==> src/rtcpt_pkg.sv <==
// constants shared by the real-time counter with periodic tick
// assumes a 16-bit register port and one 25 MHz system clock
package rtcpt_pkg;

  // system clock rate
  localparam int REF_CLK_HZ = 25000000;

  // register port widths
  localparam int ADDR_W = 5;
  localparam int DATA_W = 16;

  // register offsets
  localparam logic [ADDR_W-1:0] OFS_CTRL = 5'h00;
  localparam logic [ADDR_W-1:0] OFS_STATUS = 5'h01;
  localparam logic [ADDR_W-1:0] OFS_INT_EN = 5'h02;
  localparam logic [ADDR_W-1:0] OFS_INT_STAT = 5'h03;
  localparam logic [ADDR_W-1:0] OFS_INT_CLR = 5'h04;
  localparam logic [ADDR_W-1:0] OFS_DBG = 5'h05;
  localparam logic [ADDR_W-1:0] OFS_CLKSEL = 5'h07;
  localparam logic [ADDR_W-1:0] OFS_CNT = 5'h08;
  localparam logic [ADDR_W-1:0] OFS_PER = 5'h0a;
  localparam logic [ADDR_W-1:0] OFS_CMP = 5'h0c;
  localparam logic [ADDR_W-1:0] OFS_PIT_CTRL = 5'h10;
  localparam logic [ADDR_W-1:0] OFS_PIT_STAT = 5'h11;

  // control field positions
  localparam int CTRL_EN_BIT = 0;
  localparam int CTRL_PRESC_LSB = 1;
  localparam int CTRL_STBY_BIT = 7;
  localparam int PIT_EN_BIT = 0;
  localparam int PIT_PERIOD_LSB = 1;
  localparam int DBG_RUN_BIT = 0;

  // busy flag positions; bits 0 to 3 read in the status register, the tick timer one in its own
  localparam int BUSY_CTRL = 0;
  localparam int BUSY_CNT = 1;
  localparam int BUSY_PER = 2;
  localparam int BUSY_CMP = 3;
  localparam int BUSY_PIT = 4;
  localparam int BUSY_N = 5;

  // interrupt bit positions
  localparam int INT_OVF = 0;
  localparam int INT_CMP = 1;
  localparam int INT_PIT = 2;
  localparam int INT_N = 3;

  // reset values
  localparam logic [7:0] CTRL_RST = 8'h00;
  localparam logic [4:0] PIT_RST = 5'h00;
  localparam logic [15:0] PER_RST = 16'hffff;
  localparam logic [15:0] CMP_RST = 16'h0000;

  // reference divide for the slow oscillator option
  localparam logic [4:0] ULP_DIV_LAST = 5'h1f;

  // periodic tick events
  localparam int PIT_EV_N = 8;
  localparam int PIT_EV0_BITS = 13;
  localparam int PIT_CNT_W = 15;

  // reference clock sources
  typedef enum logic [1:0] {
    SRC_CRYSTAL = 2'b00,
    SRC_EXT = 2'b01,
    SRC_ULP = 2'b10,
    SRC_ULP_DIV32 = 2'b11
  } rtcpt_src_t;

endpackage

==> src/rtcpt_top.sv <==
// real-time counter with compare, period and a periodic tick timer
// assumes reference clocks arrive as slow levels on plain inputs and
// software polls the busy flags before rewriting a staged register
//
// Local design decisions: the placing of the registers and the plain strobed port.
`timescale 1ns/1ps
module rtcpt_top #(
  parameter int CNT_W = 16,
  parameter int PRESC_W = 15
) (
  input wire logic i_ref_clk,
  input wire logic i_rstn,
  input wire logic [rtcpt_pkg::ADDR_W-1:0] i_addr,
  input wire logic [rtcpt_pkg::DATA_W-1:0] i_wdata,
  input wire logic i_wr,
  input wire logic i_rd,
  output logic [rtcpt_pkg::DATA_W-1:0] o_rdata,
  input wire logic i_crystal_osc,
  input wire logic i_ext_clk,
  input wire logic i_ultra_low_power_osc,
  input wire logic i_standby,
  input wire logic i_debug_halt,
  output logic o_irq,
  output logic o_cmp_event,
  output logic o_ovf_event,
  output logic [rtcpt_pkg::PIT_EV_N-1:0] o_pit_event
);
  import rtcpt_pkg::*;

  // refuse sizes the register port or setting field cannot carry
  if (CNT_W < 2 || CNT_W > DATA_W) begin : g_bad_cnt
    $error("counter width must be 2 to the data width");
  end
  if (PRESC_W < 1 || PRESC_W > 15) begin : g_bad_presc
    $error("prescaler width must be 1 to 15");
  end

  // clock source edges
  logic xtal_rise;
  logic ext_rise;
  logic ulp_rise;
  logic [4:0] ulp_div;
  logic [4:0] next_ulp_div;
  logic ref_tick;

  // software visible settings
  logic [7:0] ctrl_act;
  logic [7:0] ctrl_stage;
  logic [CNT_W-1:0] cnt_stage;
  logic [CNT_W-1:0] per_act;
  logic [CNT_W-1:0] per_stage;
  logic [CNT_W-1:0] cmp_act;
  logic [CNT_W-1:0] cmp_stage;
  logic [4:0] pit_act;
  logic [4:0] pit_stage;
  logic [BUSY_N-1:0] busy;
  logic [INT_N-1:0] int_en;
  logic run_in_debug_halt;
  logic [1:0] clksel;
  logic [7:0] next_ctrl_act;
  logic [7:0] next_ctrl_stage;
  logic [CNT_W-1:0] next_cnt_stage;
  logic [CNT_W-1:0] next_per_act;
  logic [CNT_W-1:0] next_per_stage;
  logic [CNT_W-1:0] next_cmp_act;
  logic [CNT_W-1:0] next_cmp_stage;
  logic [4:0] next_pit_act;
  logic [4:0] next_pit_stage;
  logic [BUSY_N-1:0] next_busy;
  logic [INT_N-1:0] next_int_en;
  logic next_run_in_debug_halt;
  logic [1:0] next_clksel;

  // counting state
  logic [PRESC_W-1:0] presc_cnt;
  logic [PRESC_W-1:0] presc_mask;
  logic [PRESC_W-1:0] next_presc_cnt;
  logic [CNT_W-1:0] cnt;
  logic [CNT_W-1:0] next_cnt;
  logic [PIT_CNT_W-1:0] pit_cnt;
  logic [PIT_CNT_W-1:0] pit_mask;
  logic [PIT_CNT_W-1:0] next_pit_cnt;
  logic [INT_N-1:0] flags;
  logic [INT_N-1:0] next_flags;
  logic [INT_N-1:0] set_flags;
  logic next_cmp_event;
  logic next_ovf_event;
  logic [PIT_EV_N-1:0] next_pit_event;
  logic [DATA_W-1:0] next_rdata;

  // decoded conditions
  logic counter_on;
  logic rtc_run;
  logic pit_run;
  logic count_tick;
  logic rtc_step;
  logic pit_step;
  logic pit_irq_tick;
  logic cmp_hit;
  logic ovf_hit;
  logic cnt_apply;
  logic [3:0] presc_sel;
  logic [3:0] pit_period;

  // one edge detector per reference pin
  rtcpt_edge u_xtal (
    .i_ref_clk(i_ref_clk),
    .i_rstn(i_rstn),
    .i_level(i_crystal_osc),
    .o_rise(xtal_rise)
  );
  rtcpt_edge u_ext (
    .i_ref_clk(i_ref_clk),
    .i_rstn(i_rstn),
    .i_level(i_ext_clk),
    .o_rise(ext_rise)
  );
  rtcpt_edge u_ulp (
    .i_ref_clk(i_ref_clk),
    .i_rstn(i_rstn),
    .i_level(i_ultra_low_power_osc),
    .o_rise(ulp_rise)
  );

  // reference selection, slow oscillator also offered divided by 32
  always_comb begin
    next_ulp_div = ulp_rise ? ulp_div + 5'h01 : ulp_div;
    case (rtcpt_src_t'(clksel))
      SRC_CRYSTAL: ref_tick = xtal_rise;
      SRC_EXT: ref_tick = ext_rise;
      SRC_ULP: ref_tick = ulp_rise;
      SRC_ULP_DIV32: ref_tick = ulp_rise && (ulp_div == ULP_DIV_LAST);
      default: ref_tick = 1'b0;
    endcase
  end

  // run conditions for sleep and debug halt
  always_comb begin
    presc_sel = ctrl_act[CTRL_PRESC_LSB +: 4];
    pit_period = pit_act[PIT_PERIOD_LSB +: 4];
    counter_on = ctrl_act[CTRL_EN_BIT];
    rtc_run = !(i_standby && !ctrl_act[CTRL_STBY_BIT])
      && !(i_debug_halt && !run_in_debug_halt);
    // tick timer ignores sleep entirely, only debug halt stops it
    pit_run = !(i_debug_halt && !run_in_debug_halt);
    for (int i = 0; i < PRESC_W; i++) begin
      presc_mask[i] = (i < int'(presc_sel));
    end
    count_tick = ref_tick && ((presc_cnt & presc_mask) == presc_mask);
    rtc_step = count_tick && counter_on && rtc_run;
    cmp_hit = (cnt == cmp_act);
    ovf_hit = (cnt == per_act);
    cnt_apply = busy[BUSY_CNT] && ref_tick;
    pit_step = ref_tick && pit_act[PIT_EN_BIT] && pit_run;
    for (int i = 0; i < PIT_CNT_W; i++) begin
      pit_mask[i] = (i <= int'(pit_period));
    end
    // period codes 1..14 give 4..32768 reference periods
    pit_irq_tick = pit_step && (pit_period != 4'h0)
      && (pit_period <= 4'he)
      && ((pit_cnt & pit_mask) == pit_mask);
  end

  // register writes; staged values cross on the next reference tick
  always_comb begin
    next_ctrl_act = ctrl_act;
    next_ctrl_stage = ctrl_stage;
    next_cnt_stage = cnt_stage;
    next_per_act = per_act;
    next_per_stage = per_stage;
    next_cmp_act = cmp_act;
    next_cmp_stage = cmp_stage;
    next_pit_act = pit_act;
    next_pit_stage = pit_stage;
    next_busy = busy;
    next_int_en = int_en;
    next_run_in_debug_halt = run_in_debug_halt;
    next_clksel = clksel;
    // land each pending value, then let a fresh write re-arm busy
    if (ref_tick) begin
      if (busy[BUSY_CTRL]) next_ctrl_act = ctrl_stage;
      if (busy[BUSY_PER]) next_per_act = per_stage;
      if (busy[BUSY_CMP]) next_cmp_act = cmp_stage;
      if (busy[BUSY_PIT]) next_pit_act = pit_stage;
      next_busy = '0;
    end
    if (i_wr) begin
      case (i_addr)
        OFS_CTRL: begin
          next_ctrl_stage = i_wdata[7:0];
          next_busy[BUSY_CTRL] = 1'b1;
        end
        OFS_CNT: begin
          next_cnt_stage = i_wdata[CNT_W-1:0];
          next_busy[BUSY_CNT] = 1'b1;
        end
        OFS_PER: begin
          next_per_stage = i_wdata[CNT_W-1:0];
          next_busy[BUSY_PER] = 1'b1;
        end
        OFS_CMP: begin
          next_cmp_stage = i_wdata[CNT_W-1:0];
          next_busy[BUSY_CMP] = 1'b1;
        end
        OFS_PIT_CTRL: begin
          next_pit_stage = i_wdata[4:0];
          next_busy[BUSY_PIT] = 1'b1;
        end
        OFS_INT_EN: next_int_en = i_wdata[INT_N-1:0];
        OFS_DBG: next_run_in_debug_halt = i_wdata[DBG_RUN_BIT];
        OFS_CLKSEL: next_clksel = i_wdata[1:0];
        default: ;
      endcase
    end
  end

  always_ff @(posedge i_ref_clk) begin
    if (!i_rstn) begin
      ulp_div <= 5'h00;
      ctrl_act <= CTRL_RST;
      ctrl_stage <= CTRL_RST;
      cnt_stage <= '0;
      per_act <= PER_RST[CNT_W-1:0];
      per_stage <= PER_RST[CNT_W-1:0];
      cmp_act <= CMP_RST[CNT_W-1:0];
      cmp_stage <= CMP_RST[CNT_W-1:0];
      pit_act <= PIT_RST;
      pit_stage <= PIT_RST;
      busy <= '0;
      int_en <= '0;
      run_in_debug_halt <= 1'b0;
      clksel <= 2'h0;
    end else begin
      ulp_div <= next_ulp_div;
      ctrl_act <= next_ctrl_act;
      ctrl_stage <= next_ctrl_stage;
      cnt_stage <= next_cnt_stage;
      per_act <= next_per_act;
      per_stage <= next_per_stage;
      cmp_act <= next_cmp_act;
      cmp_stage <= next_cmp_stage;
      pit_act <= next_pit_act;
      pit_stage <= next_pit_stage;
      busy <= next_busy;
      int_en <= next_int_en;
      run_in_debug_halt <= next_run_in_debug_halt;
      clksel <= next_clksel;
    end
  end

  // counter, prescaler, tick timer, flags and events
  always_comb begin
    next_presc_cnt = presc_cnt;
    next_cnt = cnt;
    next_pit_cnt = pit_cnt;
    set_flags = '0;
    next_cmp_event = 1'b0;
    next_ovf_event = 1'b0;
    next_pit_event = '0;
    if (!counter_on) begin
      next_presc_cnt = '0;
    end else if (ref_tick && rtc_run) begin
      next_presc_cnt = presc_cnt + 1'b1;
    end
    if (rtc_step) begin
      // both checks stand alone so equal compare and period both fire
      next_cmp_event = cmp_hit;
      next_ovf_event = ovf_hit;
      set_flags[INT_CMP] = cmp_hit;
      set_flags[INT_OVF] = ovf_hit;
      next_cnt = ovf_hit ? '0 : cnt + 1'b1;
    end
    if (cnt_apply) next_cnt = cnt_stage; // software load wins the tick
    if (!pit_act[PIT_EN_BIT]) begin
      next_pit_cnt = '0;
    end else if (pit_step) begin
      next_pit_cnt = pit_cnt + 1'b1;
      // event k fires every 8192 >> k reference periods
      for (int k = 0; k < PIT_EV_N; k++) begin
        // constant-width mask keeps the select legal for any k
        next_pit_event[k] = &(pit_cnt
          | ~PIT_CNT_W'((1 << (PIT_EV0_BITS - k)) - 1));
      end
    end
    set_flags[INT_PIT] = pit_irq_tick;
    // a flag set in its own clear cycle survives
    next_flags = flags;
    if (i_wr && i_addr == OFS_INT_CLR) begin
      next_flags = flags & ~i_wdata[INT_N-1:0];
    end
    next_flags = next_flags | set_flags;
  end

  always_ff @(posedge i_ref_clk) begin
    if (!i_rstn) begin
      presc_cnt <= '0;
      cnt <= '0;
      pit_cnt <= '0;
      flags <= '0;
      o_cmp_event <= 1'b0;
      o_ovf_event <= 1'b0;
      o_pit_event <= '0;
    end else begin
      presc_cnt <= next_presc_cnt;
      cnt <= next_cnt;
      pit_cnt <= next_pit_cnt;
      flags <= next_flags;
      o_cmp_event <= next_cmp_event;
      o_ovf_event <= next_ovf_event;
      o_pit_event <= next_pit_event;
    end
  end

  // level request while any enabled flag is set
  assign o_irq = |(flags & int_en);

  // read data stands only in the cycle after the read strobe;
  // the live count is returned, fine while the system clock is fast
  always_comb begin
    next_rdata = '0;
    if (i_rd) begin
      case (i_addr)
        OFS_CTRL: next_rdata = {8'h00, ctrl_stage};
        OFS_STATUS: next_rdata = DATA_W'({busy[BUSY_CMP:BUSY_CTRL]});
        OFS_INT_EN: next_rdata = DATA_W'(int_en);
        OFS_INT_STAT: next_rdata = DATA_W'(flags);
        OFS_DBG: next_rdata = DATA_W'(run_in_debug_halt);
        OFS_CLKSEL: next_rdata = DATA_W'(clksel);
        OFS_CNT: next_rdata = DATA_W'(cnt);
        OFS_PER: next_rdata = DATA_W'(per_stage);
        OFS_CMP: next_rdata = DATA_W'(cmp_stage);
        OFS_PIT_CTRL: next_rdata = DATA_W'(pit_stage);
        OFS_PIT_STAT: next_rdata = DATA_W'(busy[BUSY_PIT]);
        default: next_rdata = '0;
      endcase
    end
  end

  always_ff @(posedge i_ref_clk) begin
    if (!i_rstn) begin
      o_rdata <= '0;
    end else begin
      o_rdata <= next_rdata;
    end
  end
endmodule

==> src/rtcpt_edge.sv <==
// two-stage synchroniser and rising edge detector for a slow clock pin
// assumes the pin toggles far slower than the system clock
`timescale 1ns/1ps
module rtcpt_edge (
  input wire logic i_ref_clk,
  input wire logic i_rstn,
  input wire logic i_level,
  output logic o_rise
);

  logic meta;
  logic stable;
  logic last;
  logic next_meta;
  logic next_stable;
  logic next_last;

  // only the second stage reads the first
  always_comb begin
    next_meta = i_level;
    next_stable = meta;
    next_last = stable;
  end

  always_ff @(posedge i_ref_clk) begin
    if (!i_rstn) begin
      meta <= 1'b0;
      stable <= 1'b0;
      last <= 1'b0;
    end else begin
      meta <= next_meta;
      stable <= next_stable;
      last <= next_last;
    end
  end

  assign o_rise = stable & ~last;

endmodule

==> config.mk <==
export PLATFORM = sky130hd
export DESIGN_NAME = rtcpt_top
export DESIGN_NICKNAME = d
export VERILOG_FILES = /design/src/rtcpt_pkg.sv /design/src/rtcpt_top.sv /design/src/rtcpt_edge.sv
export SDC_FILE = /design/constraint.sdc
export NUM_CORES = 1
export LEC_CHECK = 0
export BUFFER_PORTS_ARGS = -buffer_cell sky130_fd_sc_hd__buf_2
export CAP_MARGIN = 10
export CORE_UTILIZATION = 28
export DETAILED_ROUTE_END_ITERATION = 6
export PLACE_DENSITY = 0.5
export SYNTH_ARGS = -nofsm -noshare
export SYNTH_HDL_FRONTEND = slang
export SYNTH_SLANG_ARGS = --single-unit
==> constraint.sdc <==
create_clock -name i_ref_clk -period 2.3 [get_ports i_ref_clk]
set_input_delay 0.23 -clock i_ref_clk [delete_from_list [all_inputs] [get_ports i_ref_clk]]
set_output_delay 0.23 -clock i_ref_clk [all_outputs]
set_load 0.005 [all_outputs]
[After elaboration in Yosys (flattened, before gate mapping)]
Cells that the tools add are included.
Word-level totals
  register bits: 206
  bits in latches: 0
  memory bits (writable): 0
  memory bits (read-only): 0
  input port bits: 30
  output and inout port bits: 27
  logic and storage cells: 159
  memories: 0
Operators by class
  $add $sub $neg: 4
  multipliers: 0
  divide/modulo/power cells: 0
  $lt $le $gt $ge: 30
  eq/ne operators: 19
  shift operators: 0
  muxes and demuxes: 14
  bitwise operators: 12
  reduce and logical (&&, ||, !) cells: 49
Operators with widths (number)
  one-hot mux 16 bit (11 select lines): 1
  2-to-1 mux 16 bit: 3
  == test 16 bit: 2
  AND reduction 2 bit: 16
  adder 15 x 1 -> 15 bit (second input constant): 2
  AND 15 bit: 2
  == test 15 bit: 2
  <= comparator 4 bit (first input constant): 7
  < comparator 4 bit (first input constant): 7
  adder 16 x 1 -> 16 bit (second input constant): 1
  <= comparator 3 x 4 -> 1 bit (first input constant): 4
  < comparator 3 x 4 -> 1 bit (first input constant): 4
  == test 5 x 3 -> 1 bit (second input constant): 3
  == test 5 x 4 -> 1 bit (second input constant): 3
  == test 5 bit (second input constant): 3
  logical AND 1 bit: 15
  AND reduction 13 bit: 1
  AND reduction 12 bit: 1
  AND reduction 11 bit: 1
  == test 5 x 2 -> 1 bit (second input constant): 2
  2-to-1 mux 5 bit: 2
  AND reduction 10 bit: 1
  AND reduction 9 bit: 1
  <= comparator 2 x 4 -> 1 bit (first input constant): 2
  27 further kinds: 42

[Longest topological paths before layout]
Gate-level depths: netlist of run 1.
  word-level depth: 10
  gate-level depth with buffers: 13
  gate-level depth less buffers: 9

[Modules after synthesis]
A second synthesis of run 1 with hierarchy kept.
Second synthesis, totals
  cells, all modules: 1100
  area total of the unflattened synthesis: 8981.1 µm²
By module, submodules not included
  rtcpt_top: times used 1, cells an instance 1079, area each 8703.3 µm², seq. area each 3903.7 µm²
  rtcpt_edge: times used 3, cells an instance 7, area each 92.6 µm², seq. area each 60.1 µm²

[Least setup slack after synthesis of run 1]
Ideal clock, no wire load.
  path kind: flip-flop to flip-flop
  start: reg ulp_div[0]
  end: reg cnt[8]
  library setup time: 117 ps
  arrival time: 2376 ps
  required time: 2183 ps
  slack: -193 ps
  cell stages (with the launch flop): 14
  buffers on the path: 4
  clock period less this slack: 2493 ps
  cell sequence: dfxtp_1 > ha_1 > and3_1 > ha_1 > nand2b_1 > and3_4 > buf_6 > o21a_1 > buf_6 > and3_1 > buf_6 > a21o_1 > buf_6 > a32o_1
Between the ends
  word-level cells in the longest chain between the ends: 7
  elaborated cells between the ends (all ways): 9
  those cells by class: eq/ne: 1; mux: 2; reduce/logical: 6
RTL lines
  start, declared: line rtcpt_top.sv:42  | logic [4:0] ulp_div;
  start signal, assigned: line rtcpt_top.sv:234  | ulp_div <= next_ulp_div;
  == test 5 bit *: line rtcpt_top.sv:132  | SRC_ULP_DIV32: ref_tick = ulp_rise && (ulp_div == ULP_DIV_LAST);
  logical AND 1 bit *: line rtcpt_top.sv:132
  one-hot mux 1 bit (4 select lines) *: line rtcpt_top.sv:128  | case (rtcpt_src_t'(clksel))
  logical AND 1 bit: line rtcpt_top.sv:149  | count_tick = ref_tick && ((presc_cnt & presc_mask) == presc_mask);
  logical AND 1 bit (2 in a row): line rtcpt_top.sv:150  | rtc_step = count_tick && counter_on && rtc_run;
  nonzero test 2 bit (no source line)
  end signal, assigned: line rtcpt_top.sv:305  | cnt <= next_cnt;
  end, declared: line rtcpt_top.sv:78  | logic [CNT_W-1:0] cnt;
Mark *: on every way between the ends. The rest lies on a longest branch, timed or not.
A chain may end at the register's enable or synchronous reset.

[Final worst setup path of run 1]
  start: reg ulp_div[1]
  end: reg cnt[9]
Same word-level chain as after synthesis.

==> results of run 1 <==
layer usage:
layer / vias up / GRT usage, %
met1: 3763 / 23.1
met4: 0 / 4.95
met3: 32 / 1.99
met2: 153 / 25.1
met5: - / 0
li1: 3948 / -
worst paths after layout:
check / endpoint / from / slack (ns) / cells past startpoint
worst min register to register: u_ext.next_last / u_ext.meta / 0.43 / 1
worst max-delay path: cnt[9] / ulp_div[1] / 0.04 / 11
worst min-delay path: cnt_stage[10] / i_wdata[10] / 0.02 / 3
worst max register to register: cnt[9] / ulp_div[1] / 0.04 / 11
through the flow:
stage               setup WS (ns)  util (%)  cells
finish                     0.0410      34.6   1584
global route              -0.0485      34.6   1584
CTS                        0.0176      34.3   1584
detailed placement        0.00713      31.7   1535
global placement           0.0565      31.7   1535
floorplan                 -0.0830         -   1096
state kept, by name, indices dropped and copies added (netlist names), 3 cells and up:
register     count
ctrl_act         6
pit_stage        5
o_pit_event      8
flags            3
ctrl_stage       8
per_stage       16
cmp_act         16
pit_cnt         15
int_en           3
per_act         16
pit_act          5
presc_cnt       15
busy             5
cnt             16
cmp_stage       16
o_rdata         16
cnt_stage       16
ulp_div          5
cell families (layout without fill, tap and decap cells):
group | Yosys count | after routing | share of synthesized area (%)
xor+xnor | 66 | 66 | 6.40
mux | 20 | 20 | 2.37
simple gates | 494 | 494 | 25.1
buf+inv | 97 | 183 | 4.64
fa+ha+maj | 6 | 6 | 0.832
flops | 204 | 204 | 45.2
compound gates | 209 | 209 | 15.4
power by group through the flow:
| stage | registers [W] | logic [W] | clock network, W |
|---|---|---|---|
| 3_5_place_dp | 0.00365 | 0.000257 | 0 |
| 4_1_cts | 0.00357 | 0.000267 | 0.00363 |
| 2_1_floorplan | 0.00364 | 0.000136 | 0 |
| 6_report | 0.00357 | 0.000269 | 0.00355 |
| 3_3_place_gp | 0.00365 | 0.000256 | 0 |
| 5_1_grt | 0.00357 | 0.000289 | 0.00377 |
repair_timing:
action | in CTS | in global routing
setup endpoints to repair | 8 | 29
pin swaps | 0 | 2
hold buffers | 7 | 0
resized for setup | 1 | 18
endpoints found under the hold margin | 13 | 0
buffers inserted | 1 | 0
critical path, cell delays in order, from the launching register on:
cell	delay, ns
dfxtp_2	0.32
ha_2	0.17
and3_4	0.17
ha_4	0.14
nand2b_4	0.12
and3_4	0.20
buf_6	0.12
o21a_1	0.19
and3_4	0.20
a21o_1	0.20
buf_6	0.15
a211oi_2	0.18
Yosys cell counts, drive strengths merged (2+ instances only):
| library cell | number | share of area, % |
|---|---|---|
| a32o | 2 | 0.22 |
| a21boi | 2 | 0.17 |
| mux2i | 18 | 2.0 |
| inv | 13 | 0.54 |
| nor2b | 5 | 0.35 |
| a31oi | 3 | 0.21 |
| o21a | 2 | 0.17 |
| dfxtp | 204 | 45 |
| xnor2 | 51 | 4.9 |
| a211oi | 14 | 1.6 |
| nor4b | 2 | 0.19 |
| nand2b | 6 | 0.42 |
| a31o | 2 | 0.19 |
| buf | 17 | 1.3 |
| ha | 6 | 0.83 |
| nor4 | 12 | 0.90 |
| nand2 | 216 | 9.0 |
| nand4b | 2 | 0.19 |
| a222oi | 11 | 1.2 |
| o211a | 2 | 0.22 |
| xor2 | 15 | 1.5 |
| a21oi | 98 | 5.7 |
| o221ai | 2 | 0.19 |
| o32ai | 2 | 0.36 |
| o21ai | 27 | 1.5 |
| and2 | 17 | 1.2 |
| a22oi | 17 | 1.4 |
| and3 | 15 | 1.1 |
| a221oi | 4 | 0.39 |
| clkbuf | 67 | 2.8 |
| o2111ai | 2 | 0.19 |
| or3 | 6 | 0.42 |
| a32oi | 2 | 0.19 |
| o211ai | 7 | 0.64 |
| nand4 | 21 | 1.5 |
| nor3 | 17 | 0.94 |
| nand3 | 91 | 5.0 |
| o31ai | 3 | 0.25 |
| nor2 | 75 | 3.1 |
| nor3b | 4 | 0.39 |
area by class of cell:
| class | instances | area (um^2) |
|---|---|---|
| clock buffer | 35 | 691 |
| tap | 402 | 503 |
| fill | 3250 | 20700 |
| sequential | 204 | 4090 |
| clock inverter | 6 | 33.8 |
| multi-input combinational | 795 | 4660 |
| inverter | 13 | 50.0 |
| timing repair buffer | 129 | 932 |
==> impl_results.md, run 1 <==
* Status: completed
* Cell row count at 65
* CP max FO at 7
* RSZ-0062 raised after global routing: true
* Cell Area, Placed at 0.0100 mm^2
* Clock transition at path regs at 0.07 ns
* Setup-failing EPs final at 0
* Fin nets at 1202
* CTS root buf: clkbuf_16
* Largest net degree at the start of global routing at 42
* Pwr Density at 674 mW/mm^2
* Die W at 182 um
* Sequential fraction of the synthesis area at 45.2%
* GRT overflow at 0
* Worst EP arrival at 2.69 ns
* Synth Warn # at 0
* Sw Ratio at 22.8%
* Final Hold Fails at 0
* Final instance area at 0.0110 mm^2
* Critical path launch point type: flip-flop
* Routed wire length at 26.8 mm
* Post-synth top flop: dfxtp_1
* CTS H-tree depth at 1
* Max Freq at 443 MHz
* Hold Path Class: input pin to flip-flop
* Final Power at 0.00739 W
* Chip height at 182 um
* Average wire per standard cell at 16.9 um
* Via count at 7896
* Sequential Power Share at 48.3%
* Worst hold slack at 0.0235 ns
* Num CTS Buffers at 23
* Post-synth EDFFs at 0
* Met2 wire length at 12.1 mm
* FFs w/ async S/R, synth at 0%
* Leakage power at 4.00 nW
* Initial detailed-routing violation count at 510
* TritonCTS clock tree: built
* Top-level port count at 57
* DRC violation count after routing at 0
* Tcrit/Tclk final at 98.2%
* Clk buf depth at 3
* Worst-Margin Slew at 0.643 ns
* Initial antenna violation count at 0
* Clock group share of total power at 48.0%
* Met3 WL at 1.08 mm
* Port-buffer cells at 56
* Final HPWL DP at 19.2 mm
* Gr usage total at 16.1%
* Commonest non-fill, non-tap cell in the layout: nand2_1
* Vias in the first global route at 7424
* Avg Inst Size Synth at 8.24 um^2
* Share of cells above drive strength 1 at 16.8%
* CP required at 2.73 ns
* Starting Density at 28.5%
* Maximum capacitance violations at 0
* Layout Skew at 0.0215 ns
* Uppermost routed layer: met4
* First-pass GRT wire length at 42.2 mm
* Peak VDD IR at 487 uV
* Final GP Congestion at 0.845
* Comb pwr share at 3.6%
* Drt first pass iters at 5
* Vias/cell at 4.98
* Area Growth Syn to Fin at 21.3%
* Clk Latency, worst-skew pair at 0.53 ns
* CTS Sinks at 204
* Gate Count Post-Synth at 1096
* Setup TNS Final at 0 ns
* Post-route ant nets at 0
* Mapped Area at 0.00903 mm^2
* Tmin final at 2.26 ns
* N_diodes at 0
* Commonest non-fill, non-tap cells in the layout: nand2_1, dfxtp_1, a21oi_1, nand3_1, nor2_1
* Syn_nets at 1132
* M1 WL at 13.1 mm
* Pint at 0.00571 W
* Slew headroom at 57.1%
* Die area at 0.0330 mm^2
* Yosys reg bits at 204
* Synth cell types at 63
* CORE AREA at 0.0316 mm^2
* Sw Pwr at 0.00168 W
* Pins Over Slew Limit at 0
* Worst setup EP type: flip-flop
* Setup CP Type: flip-flop to flip-flop
Power figures use the tool's default switching activity.
==> run 2: changes to the inputs <==
MAX_ROUTING_LAYER = met4   (was unset)
SKIP_LAST_GASP = 1   (was unset)
==> run 2 against run 1 <==
Critical path depth unchanged. Utilization about the same. Routed wire length about the same. Non-clock buffer count unchanged. Sequential share of layout area about the same. Count of clock-buffer cells in the layout unchanged. Setup slack improved by 0.0042 ns. First-iteration DRC count increased by 1.8%. Global-route usage increased by 0.49 points. Die area unchanged.
==> impl_results.md, run 2 (synthesized netlist as in run 1, its figures left out) <==
* CTS Sinks at 204 (unchanged)
* CP required at 2.73 ns (about the same)
* Critical path launch point type: flip-flop (unchanged)
* Final Hold Fails at 0 (unchanged)
* Setup TNS Final at 0 ns (unchanged)
* Die area at 0.0330 mm^2 (unchanged)
* Commonest non-fill, non-tap cell in the layout: nand2_1 (unchanged)
* Final HPWL DP at 19.2 mm (unchanged)
* Pwr Density at 675 mW/mm^2 (was 674 mW/mm^2)
* Largest net degree at the start of global routing at 42 (unchanged)
* Tmin final at 2.25 ns (was 2.26 ns)
* Slowest-stage cell, CP: dfxtp_2 (unchanged)
* Maximum capacitance violations at 0 (unchanged)
* Drt first pass iters at 7 (was 5)
* Commonest non-fill, non-tap cells in the layout: nand2_1, dfxtp_1, a21oi_1, nand3_1, nor2_1 (unchanged)
* Hold Path Class: input pin to flip-flop (unchanged)
* Num CTS Buffers at 23 (unchanged)
* Post-route ant nets at 0 (unchanged)
* Vias in the first global route at 7401 (was 7424)
* Post-route insts no fill at 1584 (unchanged)
* Worst-Margin Slew at 0.647 ns (was 0.643 ns)
* Placed Cells incl. Taps at 1535 (unchanged)
* Setup-failing EPs final at 0 (unchanged)
* Tcrit/Tclk final at 98.0% (was 98.2%)
* R2R Setup Slk at 0.05 ns (was 0.04 ns)
* Worst setup EP type: flip-flop (unchanged)
* Top Family by Delay on Critical Path: simple AND/OR/NAND/NOR gates (unchanged)
* CP max FO at 7 (unchanged)
* Critical Path Start: ulp_div[1] (unchanged)
* CP Depth at 11 (unchanged)
* Initial antenna violation count at 0 (unchanged)
* Worst reg2reg path depth at 11 (unchanged)
* Via count at 7888 (was 7896)
* RSZ-0062 raised after global routing: true (unchanged)
* Peak VDD IR at 487 uV (about the same)
* N_diodes at 0 (unchanged)
* Status: completed (unchanged)
* Layout Skew at 0.0222 ns (was 0.0215 ns)
* R2r startpoint: ulp_div[1] (unchanged)
* Pint at 0.00571 W (about the same)
* Setup CP Type: flip-flop to flip-flop (unchanged)
* Gr usage total at 16.6% (was 16.1%)
* CTS H-tree depth at 1 (unchanged)
* Final GP Congestion at 0.858 (was 0.845)
* Slew headroom at 56.8% (was 57.1%)
* Clock transition at path regs at 0.07 ns (about the same)
* Sw Pwr at 0.00168 W (about the same)
* Comb pwr share at 3.7% (was 3.6%)
* GRT overflow at 0 (unchanged)
* Starting Density at 28.5% (unchanged)
* CP bufs+invs at 2 (unchanged)
* Die W at 182 um (unchanged)
* Sw Ratio at 22.8% (about the same)
* Worst hold slack at 0.0244 ns (was 0.0235 ns)
* DRC violation count after routing at 0 (unchanged)
* Area Growth Syn to Fin at 21.2% (was 21.3%)
* Most used cell, CP: and3_4 (unchanged)
* Worst EP arrival at 2.68 ns (was 2.69 ns)
* Critical Path Max Stage Delay at 0.32 ns (about the same)
* Share of cells above drive strength 1 at 16.8% (unchanged)
* CP Capture Point: cnt[9] (unchanged)
* Top-level port count at 57 (unchanged)
* Worst r2r dst: cnt[9] (unchanged)
* CORE AREA at 0.0316 mm^2 (unchanged)
* TritonCTS clock tree: built (unchanged)
* Final Power at 0.00739 W (about the same)
* Vias/cell at 4.98 (about the same)
* Average wire per standard cell at 16.9 um (about the same)
* Leakage power at 3.99 nW (was 4.00 nW)
* Cell row count at 65 (unchanged)
* CP Cell Sequence: ha_2, and3_4, ha_4, nand2b_4, and3_4, buf_6, o21a_1, and3_4, a21o_1, buf_6, a211oi_2 (unchanged)
* Clk Latency, worst-skew pair at 0.53 ns (about the same)
* Chip height at 182 um (unchanged)
* Clk buf depth at 3 (unchanged)
* Initial detailed-routing violation count at 519 (was 510)
* Sequential Power Share at 48.3% (about the same)
* Finished Core Util at 34.6% (about the same)
* Max Freq at 444 MHz (was 443 MHz)
* First-pass GRT wire length at 42.2 mm (about the same)
* Port-buffer cells at 56 (unchanged)
* Pins Over Slew Limit at 0 (unchanged)
* Fin nets at 1202 (unchanged)
* Routed wire length at 26.8 mm (about the same)
* Clock group share of total power at 48.0% (about the same)
* CTS root buf: clkbuf_16 (unchanged)
run 2: cell counts in the layout (fill, tap and decap cells not counted):
Identical to the previous run, type by type.
run 2: layer usage:
metal / share of wire (%) / track usage (%)
met2: 45 / 25.1
met3: 4.7 / 1.99
met5: 0 / -
met4: 2.0 / 4.95
met1: 49 / 23.1
run 2: layout make-up:
class | instances | area (um^2)
multi-input combinational | 795 | 4650
clock inverter | 6 | 33.8
clock buffer | 35 | 691
tap | 402 | 503
timing repair buffer | 129 | 932
sequential | 204 | 4090
fill | 3251 | 20700
inverter | 13 | 50.0
run 2: tightest hold or removal path: stages:
cell and delay (ns):
buf_2 0.14, nand2_1 0.07, a21oi_1 0.05
run 2: through the flow:
step                area (um^2)  setup slack (ns)
detailed placement        10000           0.00713
finish                    10900            0.0452
global route              10900           -0.0485
global placement          10000            0.0565
floorplan                  9060           -0.0830
CTS                       10900            0.0176
run 2: power by group through the flow:
stage	sequential, W	clock (W)	combinational [W]
3_5_place_dp	0.00365	0	0.000257
4_1_cts	0.00357	0.00363	0.000267
6_report	0.00357	0.00355	0.000270
3_3_place_gp	0.00365	0	0.000256
2_1_floorplan	0.00364	0	0.000136
5_1_grt	0.00357	0.00377	0.000289
run 2: repair_timing:
item	in CTS	in global routing
hold buffers	7	0
resized for setup	1	17
setup buffers	1	0
endpoints found under the hold margin	13	0
pin swaps	0	2
endpoints found under the setup margin	8	30
run 2: how the worst min path moves through the flow:
stage	startpoint	end	cells past startpoint
after detailed placement	u_xtal.meta	u_xtal.next_last	1
after global placement	u_ext.meta	u_ext.next_last	1
after floorplan	i_wdata[11]	per_stage[11]	2
final	i_wdata[10]	cnt_stage[10]	3
after CTS	i_wdata[10]	cnt_stage[10]	3
after global routing	i_wdata[10]	cmp_stage[10]	3
==> run 3: changes to the inputs <==
ABC_AREA = 0   (was unset)
GPL_TIMING_DRIVEN = 0   (was unset)
==> run 3 against run 2 <==
Routed wire length up 9.8%. Flip-flop and latch count unchanged. Utilization up 0.35 points. Hold slack worse by 0.0023 ns. Fmax down 0.64%. Critical path depth down 1. Clock skew down 0.011 ns.
==> impl_results.md, run 3 (synthesized netlist as in run 1, its figures left out) <==
* Status: completed (unchanged)
* GRT overflow at 0 (unchanged)
* Sw Ratio at 21.4% (was 22.8%)
* Cell Area, Placed at 0.00983 mm^2 (was 0.0100 mm^2)
* Commonest non-fill, non-tap cell in the layout: nand2_1 (unchanged)
* Fin nets at 1218 (was 1202)
* Post-route insts no fill at 1599 (was 1584)
* CTS root buf: clkbuf_16 (unchanged)
* Pwr Density at 722 mW/mm^2 (was 675 mW/mm^2)
* Final instance area at 0.0111 mm^2 (was 0.0109 mm^2)
* Setup CP Type: flip-flop to flip-flop (unchanged)
* Peak VDD IR at 421 uV (was 487 uV)
* Pins Over Slew Limit at 0 (unchanged)
* Clk Latency, worst-skew pair at 0.51 ns (was 0.53 ns)
* Commonest non-fill, non-tap cells in the layout: nand2_1, dfxtp_1, a21oi_1, nand3_1, nor2_1 (unchanged)
* Maximum capacitance violations at 0 (unchanged)
* Worst hold slack at 0.0221 ns (was 0.0244 ns)
* Final GP Congestion at 0.857 (was 0.858)
* Chip height at 182 um (unchanged)
* CTS H-tree depth at 1 (unchanged)
* CORE AREA at 0.0316 mm^2 (unchanged)
* CP max FO at 5 (was 7)
* Clock transition at path regs at 0.06 ns (was 0.07 ns)
* Critical path launch point type: flip-flop (unchanged)
* Worst setup EP type: flip-flop (unchanged)
* Setup-failing EPs final at 0 (unchanged)
* Top-level port count at 57 (unchanged)
* HP Start: i_wdata[9] (was i_wdata[10])
* Sw Pwr at 0.00170 W (was 0.00168 W)
* Initial detailed-routing violation count at 744 (was 519)
* Port-buffer cells at 53 (was 56)
* Worst Hold Endpoint: cmp_stage[9] (was cnt_stage[10])
* Worst EP arrival at 2.68 ns (about the same)
* Final HPWL DP at 21.2 mm (was 19.2 mm)
* Gr usage total at 18.3% (was 16.6%)
* Area Growth Syn to Fin at 22.5% (was 21.2%)
* Largest net degree at the start of global routing at 17 (was 42)
* Pint at 0.00628 W (was 0.00571 W)
* Slew headroom at 45.0% (was 56.8%)
* Hold Crit Depth at 3 (unchanged)
* Max Freq at 441 MHz (was 444 MHz)
* Worst-Margin Slew at 0.826 ns (was 0.647 ns)
* Vias/cell at 5.15 (was 4.98)
* Leakage power at 3.95 nW (was 3.99 nW)
* RSZ-0062 raised after global routing: true (unchanged)
* Layout Skew at 0.0107 ns (was 0.0222 ns)
* Num CTS Buffers at 24 (was 23)
* Die area at 0.0330 mm^2 (unchanged)
* TritonCTS clock tree: built (unchanged)
* Comb pwr share at 3.6% (was 3.7%)
* Final Hold Fails at 0 (unchanged)
* Cell row count at 65 (unchanged)
* Placed Cells incl. Taps at 1551 (was 1535)
* Share of cells above drive strength 1 at 15.0% (was 16.8%)
* Setup TNS Final at 0 ns (unchanged)
* Vias in the first global route at 7928 (was 7401)
* CTS Sinks at 204 (unchanged)
* Via count at 8239 (was 7888)
* N_diodes at 0 (unchanged)
* Worst reg2reg path depth at 10 (was 11)
* Routed wire length at 29.4 mm (was 26.8 mm)
* Clk buf depth at 3 (unchanged)
* First-pass GRT wire length at 46.2 mm (was 42.2 mm)
* R2R Setup Slk at 0.03 ns (was 0.05 ns)
* Final setup margin at 0.0306 ns (was 0.0452 ns)
* Drt first pass iters at 5 (was 7)
* CP required at 2.71 ns (was 2.73 ns)
* Post-route ant nets at 0 (unchanged)
* Die W at 182 um (unchanged)
* DRC violation count after routing at 0 (unchanged)
* Sequential Power Share at 44.7% (was 48.3%)
* Starting Density at 28.5% (unchanged)
* Tcrit/Tclk final at 98.7% (was 98.0%)
* Hold Path Class: input pin to flip-flop (unchanged)
* Pre-CTS setup slack at -0.542 ns (was 0.00713 ns)
* Worst r2r dst: cnt[4] (was cnt[9])
* Tmin final at 2.27 ns (was 2.25 ns)
* R2r startpoint: ulp_div[0] (was ulp_div[1])
* Initial antenna violation count at 0 (unchanged)
* Clock group share of total power at 51.7% (was 48.0%)
* Average wire per standard cell at 18.4 um (was 16.9 um)
[run 3: cell types whose count changed in the layout (fill, tap and decap cells not counted), moves of 4 or more]
cell,previous run,this run
clkbuf_1,5,47
bufinv_16,0,4
buf_12,6,1
buf_4,57,17
clkbuf_2,0,4
clkinv_2,6,1
clkbuf_4,0,5
[run 3: layer usage]
metal  global-route usage [%]  wire, um  vias up
li1                         -         -     3998
met1                     24.7     13900     3967
met2                     28.5     13400      219
met3                     1.95      1310       55
met4                     6.14       877        0
met5                        -         0        -
[run 3: repair_timing]
| item | in CTS | in global routing |
|---|---|---|
| buffers inserted | 12 | 2 |
| resized for setup | 32 | 35 |
| endpoints found under the setup margin | 62 | 64 |
| hold buffers | 7 | 0 |
| gates cloned | 1 | 2 |
| pin swaps | 4 | 8 |
| hold endpoints to repair | 9 | 0 |
[run 3: metrics by stage]
stage / util [%] / total power, W
after floorplan: - / 0.00378
after global placement: 31.1 / 0.00391
after detailed placement: 31.1 / 0.00391
after CTS: 34.6 / 0.00806
after global routing: 34.9 / 0.00823
final: 34.9 / 0.00798
[run 3: worst max-delay path: stages (launching register included)]
cell and delay [ns]:
dfxtp_2 0.33, ha_4 0.16, and3_4 0.17, ha_4 0.14, nand2b_4 0.12, and3_4 0.22, o21a_1 0.21, and3_4 0.19
a21o_1 0.21, buf_6 0.16, a32o_1 0.26
[run 3: layout make-up]
cell class	count	area, um^2
buffer	67	338
clock buffer	36	737
clock inverter	5	125
fill	3283	20600
inverter	13	48.8
multi-input combinational	795	4720
sequential	204	4090
tap	402	503
timing repair buffer	77	493
[run 3: power by group through the flow]
stage	Sequential [W]	Clock, W	Combinational [W]
after floorplan	0.00364	0	0.000136
after global routing	0.00357	0.00435	0.000305
final	0.00357	0.00413	0.000284
after global placement	0.00365	0	0.000262
after CTS	0.00357	0.00421	0.000280
after detailed placement	0.00365	0	0.000262
[run 3: how the worst max path moves through the flow]
| stage | from | end | depth (start not counted) |
|---|---|---|---|
| 6_report | ulp_div[0] | cnt[4] | 10 |
| 5_1_grt | ulp_div[0] | presc_cnt[10] | 9 |
| 4_1_cts | ulp_div[1] | cnt[8] | 11 |
| 3_5_place_dp | cnt[0] | cnt[9] | 8 |
| 3_3_place_gp | cnt[0] | cnt[14] | 8 |
| 2_1_floorplan | ulp_div[1] | cnt[8] | 13 |
